## config.mk

```make
export PLATFORM = sky130hd
export DESIGN_NAME = pmt_timer
export DESIGN_NICKNAME = d
export VERILOG_FILES = /design/src/rtl/pmt_pkg.sv /design/src/rtl/pmt_edge_det.sv /design/src/rtl/pmt_tick_gen.sv /design/src/rtl/pmt_timer.sv
export VERILOG_INCLUDE_DIRS = /design/src /design/src/rtl
export SDC_FILE = /design/constraint.sdc
export NUM_CORES = 1
export LEC_CHECK = 0
export ABC_AREA = 1
export BUFFER_PORTS_ARGS = -buffer_cell sky130_fd_sc_hd__clkbuf_2
export CAP_MARGIN = 40
export CORE_ASPECT_RATIO = 0.5
export CORE_UTILIZATION = 35
export DETAILED_ROUTE_END_ITERATION = 8
export PLACE_DENSITY = 0.62
export SYNTH_ARGS = -nofsm -noshare
export SYNTH_HDL_FRONTEND = slang
export SYNTH_SLANG_ARGS = --single-unit
```

## constraint.sdc

```tcl
create_clock -name core_clk -period 1.9 [get_ports core_clk]
set_clock_uncertainty 0.1 [all_clocks]
set_input_delay 0.095 -clock core_clk [delete_from_list [all_inputs] [get_ports core_clk]]
set_output_delay 0.095 -clock core_clk [all_outputs]
set_load 0.03 [all_outputs]
```

## src/rtl/pmt_regs.svh

```systemverilog
// offsets, field positions, reset values and timing counts of the multimode timer
`ifndef PMT_REGS_SVH
`define PMT_REGS_SVH

// ************************************************************
// register offsets (byte addresses on the plain port)
// ************************************************************
`define PMT_ADDR_W        4
`define PMT_OFS_TCONST    4'h0
`define PMT_OFS_STATUS    4'h4
`define PMT_OFS_ELAPSED   4'h8

// ************************************************************
// status register fields
// ************************************************************
`define PMT_STAT_OUT_BIT  0
`define PMT_STAT_GATE_BIT 1
`define PMT_STAT_ST_LO    4
`define PMT_STAT_ST_HI    5
`define PMT_STAT_MD_LO    8
`define PMT_STAT_MD_HI    9

// ************************************************************
// reset values
// ************************************************************
`define PMT_RST_TCONST    32'h0000_0000
`define PMT_RST_ELAPSED   32'h0000_0000
`define PMT_RST_STATUS    1'b0

// ************************************************************
// timing: one millisecond time base at a 100 ns clock
// ************************************************************
`define PMT_CLK_PERIOD_NS 100
`define PMT_TICK_NS       1000000
`define PMT_TICK_CYCLES   (`PMT_TICK_NS / `PMT_CLK_PERIOD_NS)
`define PMT_NUM_IN        6

`endif

```

## src/rtl/pmt_pkg.sv

```systemverilog
// types shared by the multimode timer modules
package pmt_pkg;

   // ************************************************************
   // operating modes and sequencer states
   // ************************************************************
   typedef enum logic [1:0] {
      PMT_MODE_ONE_SHOT = 2'h0,
      PMT_MODE_ON_DELAY = 2'h1,
      PMT_MODE_OFF_DLY  = 2'h2,
      PMT_MODE_PULSE    = 2'h3
   } pmt_mode_e;

   // gray codes along idle -> timing -> done, armed sits beside
   typedef enum logic [1:0] {
      PMT_ST_IDLE   = 2'h0,
      PMT_ST_TIMING = 2'h1,
      PMT_ST_DONE   = 2'h3,
      PMT_ST_ARMED  = 2'h2
   } pmt_state_e;

   // input vector bit positions for the edge detector
   typedef enum logic [2:0] {
      PMT_IN_GATE  = 3'h0,
      PMT_IN_CLEAR = 3'h1,
      PMT_IN_ONE   = 3'h2,
      PMT_IN_OND   = 3'h3,
      PMT_IN_OFF   = 3'h4,
      PMT_IN_PLS   = 3'h5
   } pmt_in_e;

   typedef struct packed {
      pmt_state_e  state;
      pmt_mode_e   mode;
      logic        status;
      logic        gate;
      logic [31:0] elapsed;
      logic [31:0] tconst;
      logic [31:0] tc_reg;
      logic [31:0] rdata;
   } pmt_core_s;

endpackage : pmt_pkg

```

## src/rtl/pmt_edge_det.sv

```systemverilog
// rise and fall detection on the synchronous control inputs
`timescale 1ns/1ps
`include "pmt_regs.svh"

module pmt_edge_det
   import pmt_pkg::*;
(
   input  wire logic                     core_clk,
   input  wire logic                     arst_n,
   input  wire logic [`PMT_NUM_IN-1:0]   level,
   output logic      [`PMT_NUM_IN-1:0]   rise,
   output logic      [`PMT_NUM_IN-1:0]   fall
);

   typedef struct packed {
      logic [`PMT_NUM_IN-1:0] prev;
   } pmt_edge_s;

   pmt_edge_s q;
   pmt_edge_s d;

   // remember last level; all inputs read low at start-up
   always_comb begin
      d      = q;
      d.prev = level;
   end

   always_ff @(posedge core_clk or negedge arst_n) begin
      if (!arst_n) begin
         q <= '0;
      end else begin
         q <= d;
      end
   end

   assign rise = level & ~q.prev;
   assign fall = ~level & q.prev;

endmodule : pmt_edge_det

```

## src/rtl/pmt_tick_gen.sv

```systemverilog
// free running millisecond time base
`timescale 1ns/1ps
`include "pmt_regs.svh"

module pmt_tick_gen
   import pmt_pkg::*;
#(
   parameter int unsigned TICK_CYCLES = `PMT_TICK_CYCLES
) (
   input  wire logic core_clk,
   input  wire logic arst_n,
   output logic      tick
);

   typedef struct packed {
      logic [31:0] cnt;
      logic        tick;
   } pmt_tick_s;

   pmt_tick_s q;
   pmt_tick_s d;

   // count down one period, pulse for one cycle on wrap
   always_comb begin
      d      = q;
      d.tick = 1'b0;
      if (q.cnt == 32'h0) begin
         d.cnt  = 32'(TICK_CYCLES - 1);
         d.tick = 1'b1;
      end else begin
         d.cnt = q.cnt - 32'h1;
      end
   end

   always_ff @(posedge core_clk or negedge arst_n) begin
      if (!arst_n) begin
         q <= '0;
      end else begin
         q <= d;
      end
   end

   assign tick = q.tick;

endmodule : pmt_tick_gen

```

## src/rtl/pmt_timer.sv

```systemverilog
// multimode millisecond timer with status bit, elapsed count and register port
//
// Decided for this implementation: the register addresses and strobed register access.
`timescale 1ns/1ps
`include "pmt_regs.svh"

// Function
// - start-up clears status output and elapsed count to zero
// - gate low after triggering freezes timing; gate high resumes it
// - every trigger forces the internal gate active high
// - every trigger forces the clear input inactive, logic 0
// - clear rising edge drops status, zeroes elapsed, waits for a fresh trigger
// - four triggers: one-shot, on-delay, off-delay, pulse limiting
// - time constant in milliseconds, full unsigned 32-bit range
// - status bit and elapsed count both readable
// - one-shot trigger rise sets status and starts count from zero
// - one-shot expiry stops timing, drops status, holds elapsed value
// - one-shot ignores its trigger edges while timing
// - after one-shot completes only a fresh rise restarts it
// - on-delay trigger rise starts count from zero, status stays low
// - on-delay expiry stops timing, status high until trigger falls
// - on-delay holds elapsed until the next trigger rise
// - on-delay trigger fall before expiry halts, keeps count, status low
// - off-delay rise sets status, fall starts timing, expiry drops status
// - pulse-limit trigger fall before expiry stops timing, status low
module pmt_timer
   import pmt_pkg::*;
#(
   parameter int unsigned TICK_CYCLES = `PMT_TICK_CYCLES
) (
   input  wire logic                    core_clk,
   input  wire logic                    arst_n,
   input  wire logic                    run_gate,
   input  wire logic                    clear_input,
   input  wire logic                    one_shot_trigger,
   input  wire logic                    on_delay_trigger,
   input  wire logic                    off_delay_trigger,
   input  wire logic                    pulse_limit_trigger,
   input  wire logic [`PMT_ADDR_W-1:0]  reg_addr,
   input  wire logic [31:0]             reg_wdata,
   input  wire logic                    reg_wr,
   input  wire logic                    reg_rd,
   output logic      [31:0]             reg_rdata,
   output logic                         timer_status,
   output logic      [31:0]             elapsed_ms
);

   // ************************************************************
   // time base and edge detection
   // ************************************************************
   logic                   tick;
   logic [`PMT_NUM_IN-1:0] level;
   logic [`PMT_NUM_IN-1:0] rise;
   logic [`PMT_NUM_IN-1:0] fall;

   assign level = {pulse_limit_trigger, off_delay_trigger, on_delay_trigger,
                   one_shot_trigger, clear_input, run_gate};

   // one shared time base keeps every count in step
   pmt_tick_gen #(
      .TICK_CYCLES (TICK_CYCLES)
   ) u_tick (
      .core_clk (core_clk),
      .arst_n   (arst_n),
      .tick     (tick)
   );

   pmt_edge_det u_edge (
      .core_clk (core_clk),
      .arst_n   (arst_n),
      .level    (level),
      .rise     (rise),
      .fall     (fall)
   );

   // ************************************************************
   // state
   // ************************************************************
   pmt_core_s q;
   pmt_core_s d;
   logic      trig_take;
   pmt_mode_e trig_mode;
   logic      clr_hit;
   logic      expired;

   // true when the elapsed count has met the latched constant
   function automatic logic at_limit(input logic [31:0] el, input logic [31:0] tc);
      at_limit = (el == tc);
   endfunction : at_limit

   // status word as seen by software
   function automatic logic [31:0] pack_status(input pmt_core_s s);
      logic [31:0] w;
      w = 32'h0;
      w[`PMT_STAT_OUT_BIT]                 = s.status;
      w[`PMT_STAT_GATE_BIT]                = s.gate;
      w[`PMT_STAT_ST_HI:`PMT_STAT_ST_LO]   = s.state;
      w[`PMT_STAT_MD_HI:`PMT_STAT_MD_LO]   = s.mode;
      pack_status = w;
   endfunction : pack_status

   // trigger arbitration: lowest numbered trigger wins a tie
   always_comb begin
      trig_take = 1'b0;
      trig_mode = PMT_MODE_ONE_SHOT;
      if (rise[PMT_IN_ONE] && !(q.state == PMT_ST_TIMING && q.mode == PMT_MODE_ONE_SHOT)) begin
         trig_take = 1'b1;
         trig_mode = PMT_MODE_ONE_SHOT;
      end else if (rise[PMT_IN_OND]) begin
         trig_take = 1'b1;
         trig_mode = PMT_MODE_ON_DELAY;
      end else if (rise[PMT_IN_OFF]) begin
         trig_take = 1'b1;
         trig_mode = PMT_MODE_OFF_DLY;
      end else if (rise[PMT_IN_PLS]) begin
         trig_take = 1'b1;
         trig_mode = PMT_MODE_PULSE;
      end
      // a trigger forces clear inactive, so a same-cycle clear edge is dropped
      clr_hit = rise[PMT_IN_CLEAR] && !trig_take;
      expired = at_limit(q.elapsed, q.tconst);
   end

   // ************************************************************
   // sequencer, counter and register port
   // ************************************************************
   always_comb begin
      d       = q;
      d.rdata = 32'h0;

      // software side: constant register and read-back
      if (reg_wr && reg_addr == `PMT_OFS_TCONST) begin
         d.tc_reg = reg_wdata;
      end
      if (reg_rd) begin
         if (reg_addr == `PMT_OFS_TCONST) begin
            d.rdata = q.tc_reg;
         end else if (reg_addr == `PMT_OFS_STATUS) begin
            d.rdata = pack_status(q);
         end else if (reg_addr == `PMT_OFS_ELAPSED) begin
            d.rdata = q.elapsed;
         end else begin
            d.rdata = 32'h0;
         end
      end

      // gate follows pin edges between triggers
      if (rise[PMT_IN_GATE]) begin
         d.gate = 1'b1;
      end else if (fall[PMT_IN_GATE]) begin
         d.gate = 1'b0;
      end

      if (clr_hit) begin
         d.status  = 1'b0;
         d.elapsed = 32'h0;
         d.state   = PMT_ST_IDLE;
      end else if (trig_take) begin
         d.mode    = trig_mode;
         d.gate    = 1'b1;
         d.tconst  = q.tc_reg;
         d.elapsed = 32'h0;
         case (trig_mode)
            PMT_MODE_ONE_SHOT: begin
               d.status = 1'b1;
               d.state  = PMT_ST_TIMING;
            end
            PMT_MODE_ON_DELAY: begin
               d.status = 1'b0;
               d.state  = PMT_ST_TIMING;
            end
            PMT_MODE_OFF_DLY: begin
               d.status = 1'b1;
               d.state  = PMT_ST_ARMED;
            end
            default: begin
               d.status = 1'b1;
               d.state  = PMT_ST_TIMING;
            end
         endcase
      end else begin
         case (q.state)
            PMT_ST_TIMING: begin
               if (q.mode == PMT_MODE_ON_DELAY && fall[PMT_IN_OND] && !expired) begin
                  d.status = 1'b0;
                  d.state  = PMT_ST_DONE;
               end else if (q.mode == PMT_MODE_PULSE && fall[PMT_IN_PLS] && !expired) begin
                  d.status = 1'b0;
                  d.state  = PMT_ST_DONE;
               end else if (expired) begin
                  // only on-delay ends high; every other mode ends low
                  d.status = (q.mode == PMT_MODE_ON_DELAY);
                  d.state  = PMT_ST_DONE;
               end else if (tick && q.gate) begin
                  d.elapsed = q.elapsed + 32'h1;
               end
            end
            PMT_ST_ARMED: begin
               if (fall[PMT_IN_OFF]) begin
                  d.elapsed = 32'h0;
                  d.state   = PMT_ST_TIMING;
               end
            end
            PMT_ST_DONE: begin
               // elapsed stays put here until the next trigger
               if (q.mode == PMT_MODE_ON_DELAY && fall[PMT_IN_OND]) begin
                  d.status = 1'b0;
               end
            end
            default: begin
               d.state = PMT_ST_IDLE;
            end
         endcase
      end
   end

   // all state cleared at start-up, gate and clear start inactive
   always_ff @(posedge core_clk or negedge arst_n) begin
      if (!arst_n) begin
         q         <= '0;
         q.status  <= `PMT_RST_STATUS;
         q.elapsed <= `PMT_RST_ELAPSED;
         q.tc_reg  <= `PMT_RST_TCONST;
      end else begin
         q <= d;
      end
   end

   assign reg_rdata    = q.rdata;
   assign timer_status = q.status;
   assign elapsed_ms   = q.elapsed;

   logic quiet;
   assign quiet = !clr_hit && !trig_take;
endmodule : pmt_timer

```

==> results.ini, run 1 <==
[run_status]
status = finished with violations
violations = setup timing

[setup_path]
cp-start-kind = flop
worst-path-buf-inv = 3
r2r_cells = 10
r2r-start = elapsed_ms[3]$_DFFE_PN0P_
r2r_slack_ps = -140
worst_ep_arrival_time_ps = 2300
max_stage_delay_ps = 430
crit_path_start = elapsed_ms[3]$_DFFE_PN0P_
cp.depth = 10
cp-endpoint = elapsed_ms[7]$_DFFE_PN0P_
crit_chain = nand2_1 -> buf_4 -> nor2_1 -> nand2_1 -> buf_4 -> buf_12 -> xor2_1 -> nor4_1 -> nand4_1 -> nand2_1
timing.rr.end = elapsed_ms[7]$_DFFE_PN0P_
endpoint_kind = flop
cp_max_fo = 4
cp_data_required_time_ps = 2170
crit_top_cell = nand2_1
path_class = reg -> reg
slowest_stage = dfrtp_2
path_delay_family = simple AND/OR/NAND/NOR gates

[yosys]
synth_simple_gate_area_share_pct = 31.0
synthAdderAreaFrac_pct = 0.767
synthArstFlopShare_pct = 100
ys_seq_elements = 173
synth.area.top_cells = dfrtp_1 (44%), nand2_1 (14%), nor2_1 (6.1%), buf_4 (5.1%), inv_1 (3.6%)
syn_avg_cell_area_um2 = 7.76
synth_top_family_by_area = simple AND/OR/NAND/NOR gates
yosys.cell_types.count = 40
synth_xor_xnor_area_share_pct = 4.65
synth_mux_area_share_pct = 3.30
synth_commonest_cells = nand2_1 (363), dfrtp_1 (173), nor2_1 (160)
synth.largest_area_cell = dfrtp_1
synth_compound_area_share_pct = 4.34
yosysSeqAreaShare_pct = 44.2
syn_inst = 1262
synth_nets = 1314
syn-cell-area_um2 = 9790
synth-main-ff-cell = dfrtp_1
synth_top_area_share_pct = 44.2
ys_warn_count = 0
yosysMostFrequentCell = nand2_1
synth_edf_count = 0

[routing]
via_per_inst = 4.98
drc = 0
first_pass_iters = 5
wire_per_inst_um = 16.9
num_vias = 9172
drt-initial-drc-count = 894
antenna_left = 0
routed_wl_um = 31100

[floorplan]
placeableCoreArea_um2 = 27000
die_area_um2 = 28700
io_pins = 111
placementRows = 42
die_y_um = 120
start_util_pct = 36.3
die_w_um = 239

[timing]
setup_ws_ps = -135
slew-limit-headroom_pct = 63.3
setup-violations-final = 35
tightest_slew_ps = 551
maxSlewViolCount = 0
finalSetupTns_ps = -3920
period_share_pct = 107
clock.fmax_ghz = 0.491
whs_ps = 66.4
final-hold-violation-count = 0
period_needed_ps = 2040
grt_setup_unrepaired = yes

[global_route]
grt_pass1_vias = 8797
gr-usage-all-layers_pct = 21.5
grt_max_degree = 55
antenna_found_initial = 0
grt_pass1_wl_um = 47600
gr-total-overflow = 0

[finish]
antenna_cells = 0
area_growth_pct = 29.2
multi_input_area_um2 = 4610
nets = 1505
drive_above_1_share_pct = 29.1
fillers = 2612
register_area_um2 = 4350

[clock_tree]
htree_num_levels = 4
clock-sinks = 173
worstSkewPairLatency_ps = 440
cts_tree = built
ctsLongestPathBuffers = 2
cts_root_buf = clkbuf_16
cts_buffers = 17
path_clk_slew_ps = 80

[min_path]
hold_class = in -> reg
hold_depth = 5
hp-start = reg_addr[0]

[power]
leakage_nw = 6.22
fin_total_pwr_mw = 10.3
max-vdd-ir-drop_uv = 501
p_per_area_nw_per_um2 = 816

[place]
dp_slack_ps = -139
hpwlAfterDp_um = 22200
globalplace.congestion = 0.949
place.port_buffers = 110

[job]
drv_cap = 0

## layout make-up
class,instances,area share [%]
Multi-Input combinational cell,866,36.4
Sequential cell,173,34.4
Inverter,99,2.97
Clock buffer,17,3.36
Tap cell,374,3.70
Clock inverter,15,1.52
Timing Repair Buffer,296,17.7
## registers in the layout, summed over array words and instances (netlist names)
signal and cells:
elapsed_ms 32, timer_status 1, u_tick.tick 1, q 69, u_tick.q 32, u_edge.q 6
reg_rdata 32
## cells in the final DEF, fill, tap and decap left out, drive strengths merged
cell type and count:
dfrtp 173, nand2 367, buf 142, nand3b 5, clkinvlp 3, nor3b 2
clkinv 5, inv 105, xnor2 36, or2 5, a21oi 38, nor2 167
bufinv 1, dlygate4sd3 42, nand3 73, ha 6, nor3 22, xor2 16
clkbuf 129, o211ai 3, o22ai 5, nor4 13, nand4 48, o21bai 2
o21ai 31, mux2 26, a31oi 1
## worst register-to-register path: cells and delay by family, from the launching register on
kind | cells | cell delay [ps]
AND/OR/NAND/NOR | 6 | 860
flip-flops | 1 | 430
buffers and inverters | 3 | 430
XOR/XNOR | 1 | 130
## what timing repair did
item | 4_1_cts | 5_1_grt
resized for setup | 7 | 105
hold buffers | 42 | 0
setup endpoints to repair | 53 | 85
buffers inserted | 1 | 16
pin swaps | 1 | 35
hold endpoints to repair | 211 | 0
gates cloned | 0 | 4
## worst min-delay path by stage
stage	to	slack [ps]
after floorplan	elapsed_ms[0]$_DFFE_PN0P_	-300
after global placement	u_tick.q[6]$_DFF_PN0_	-5
after detailed placement	u_tick.q[10]$_DFF_PN0_	2
after CTS	reg_rdata[31]$_DFF_PN0_	50
after global routing	reg_rdata[31]$_DFF_PN0_	80
final	reg_rdata[31]$_DFF_PN0_	70
## cells by family after synthesis
family,after synthesis
simple gates,702
fa+ha+maj,6
xor+xnor,52
mux,26
buf+inv,223
flops,173
compound gates,80
## report_power, final
part / internal [mW] / leakage, nW / switching [mW] / total, mW
registers: 4.08 / 2.19 / 0.327 / 4.41
logic: 0.974 / 3.74 / 1.30 / 2.27
clock network: 1.91 / 0.295 / 1.74 / 3.65
## routing by layer
metal	up-vias	part of all wire (%)	global-route usage, %
met5	-	0	0
met2	360	45	33.4
met1	4427	45	30.3
met4	0	1.8	5.97
met3	39	8.0	4.57
li1	4346	-	-
## per-stage QoR
step / instances / utilization [%] / instance area, um^2
after global routing: 1840 / 46.9 / 12700
after detailed placement: 1745 / 41.1 / 11100
after CTS: 1820 / 45.1 / 12100
after global placement: 1745 / 41.1 / 11100
after floorplan: 1262 / - / 9790
final: 1840 / 46.9 / 12700
No activity file was read; power rests on OpenSTA's default activity.
==> inputs of run 2 (changes only) <==
- BUFFER_PORTS_ARGS: -buffer_cell sky130_fd_sc_hd__clkbuf_2 -> not set
- DONT_BUFFER_PORTS: not set -> 1
- PLACE_DENSITY: 0.62 -> 0.57
- clock period: 1.9 -> 2.3 ns (I/O delays scaled with it)
==> run 2 against run 1 <==
Effect of this change:
- the run ends with hold timing left
- non-clock buffer count is 196 lower
- final area down 13%
- power fell by 22%
- first-iteration DRC count down 17%
- die area did not move
- core utilization decreased by 5.9 points
- sequential share of layout area is 4.8 points higher
- worst setup slack better by 280 ps
- routed wire length fell by 11%
==> results.ini, run 2 (synthesis results as in run 1) <==
[finish]
drive_above_1_share_pct = 11.9
instances_no_fill = 1646
design_area_um2 = 11100
largest_reg_flops = 69
final_util_pct = 41.1
fillers = 2708
multi_input_area_um2 = 4360
regMostFlops = q
final_cell_mix = nand2_1 (362), dfrtp_1 (171), nor2_1 (156), inv_1 (94), nand3_1 (71)
nets = 1309
register_area_um2 = 4330
area_growth_pct = 13.0
final_common_cell = nand2_1

[floorplan]
start_util_pct = 36.3
placeableCoreArea_um2 = 27000
die_y_um = 120
die_area_um2 = 28700
io_pins = 111
die_w_um = 239
placementRows = 42

[clock_tree]
ctsLongestPathBuffers = 2
htree_num_levels = 4
path_clk_slew_ps = 70
cts_tree = built
cts_hold_buf = 41
clock-sinks = 173
cts_root_buf = clkbuf_16
cts_buffers = 17
worstSkewPairLatency_ps = 450

[power]
max-vdd-ir-drop_uv = 536
fin_total_pwr_mw = 8.10
p_per_area_nw_per_um2 = 732
leakage_nw = 5.19

[timing]
clock.fmax_ghz = 0.464
setup_ws_ps = 146
period_share_pct = 93.6
period_needed_ps = 2150
slew-limit-headroom_pct = 66.0
maxSlewViolCount = 0
final-hold-violation-count = 173
tightest_slew_ps = 507
finalSetupTns_ps = 0
whs_ps = -731
setup-violations-final = 0

[global_route]
use_met2_pct = 30.2
gr-usage-all-layers_pct = 20.4
gr-total-overflow = 0
use_met1_pct = 28.8
grt_pass1_wl_um = 45000
grt_pass1_vias = 8102
antenna_found_initial = 4
gr-usage-met3_pct = 5.55
grt_max_degree = 174
gr-max-usage-layer = met2

[place]
globalplace.congestion = 0.934
dpl_cell_area_um2 = 9960
place.port_buffers = 0
dp.cells = 1570
dp_slack_ps = 126
hpwlAfterDp_um = 19900

[routing]
via_per_inst = 4.93
drt-initial-drc-count = 740
routed_wl_um = 27600
num_vias = 8108
first_pass_iters = 5
drc = 0
antenna_left = 0
wire_per_inst_um = 16.8

[setup_path]
path_class = reg -> reg
cp_data_required_time_ps = 2530
cp_max_fo = 32
worst_ep_arrival_time_ps = 2390
cp-start-kind = flop
r2r-start = q[133]$_DFFE_PN0P_
crit_path_start = q[133]$_DFFE_PN0P_
endpoint_kind = flop

[run_status]
violations = hold timing
status = finished with violations

[min_path]
hold_class = in -> async

[job]
drv_cap = 0

[run 2: path summary, 6_finish.rpt]
path	slack [ps]	cells past startpoint	end
setup reg to reg	150	10	elapsed_ms[15]$_DFFE_PN0P_
setup / recovery	150	10	elapsed_ms[15]$_DFFE_PN0P_
max in group asynchronous	2590	0	reg_rdata[26]$_DFF_PN0_
hold / removal	-730	0	u_tick.q[9]$_DFF_PN0_
hold reg to reg	370	1	u_tick.q[1]$_DFF_PN0_
min in group core_clk	40	4	reg_rdata[2]$_DFF_PN0_
[run 2: final cells by class]
| cell class | instances | share of cell area [%] |
|---|---|---|
| diodes | 2 | 0.0452 |
| clock buffers | 18 | 3.88 |
| clock inverters | 14 | 1.63 |
| inverters | 99 | 3.36 |
| multi-input cells | 866 | 39.4 |
| flip-flops and latches | 173 | 39.1 |
| well taps | 374 | 4.23 |
| repair buffers | 100 | 8.37 |
[run 2: what timing repair did]
| item | CTS | global route |
|---|---|---|
| resized for setup | 0 | 19 |
| endpoints found under the setup margin | 0 | 32 |
| hold endpoints to repair | 237 | 173 |
| setup buffers | 0 | 1 |
[run 2: routing by layer]
layer / routed length (um) / vias up
met5: 27 / -
met4: 460 / 4
met3: 1840 / 33
met2: 11800 / 214
met1: 13500 / 3909
li1: - / 3948
[run 2: where the power goes]
| part | internal [mW] | switching (mW) | total, mW |
|---|---|---|---|
| Clock | 1.73 | 1.32 | 3.04 |
| Sequential | 3.37 | 0.302 | 3.68 |
| Combinational | 0.559 | 0.825 | 1.38 |
| Total | 5.66 | 2.44 | 8.10 |
[run 2: critical path, stage by stage (launching register included)]
cell	delay, ps
dfrtp_1	420
inv_1	100
ha_1	160
nand3_1	120
nand3b_4	130
nand2_4	100
nor2_4	200
o211ai_2	180
buf_4	300
nand4_1	150
nand2_1	60
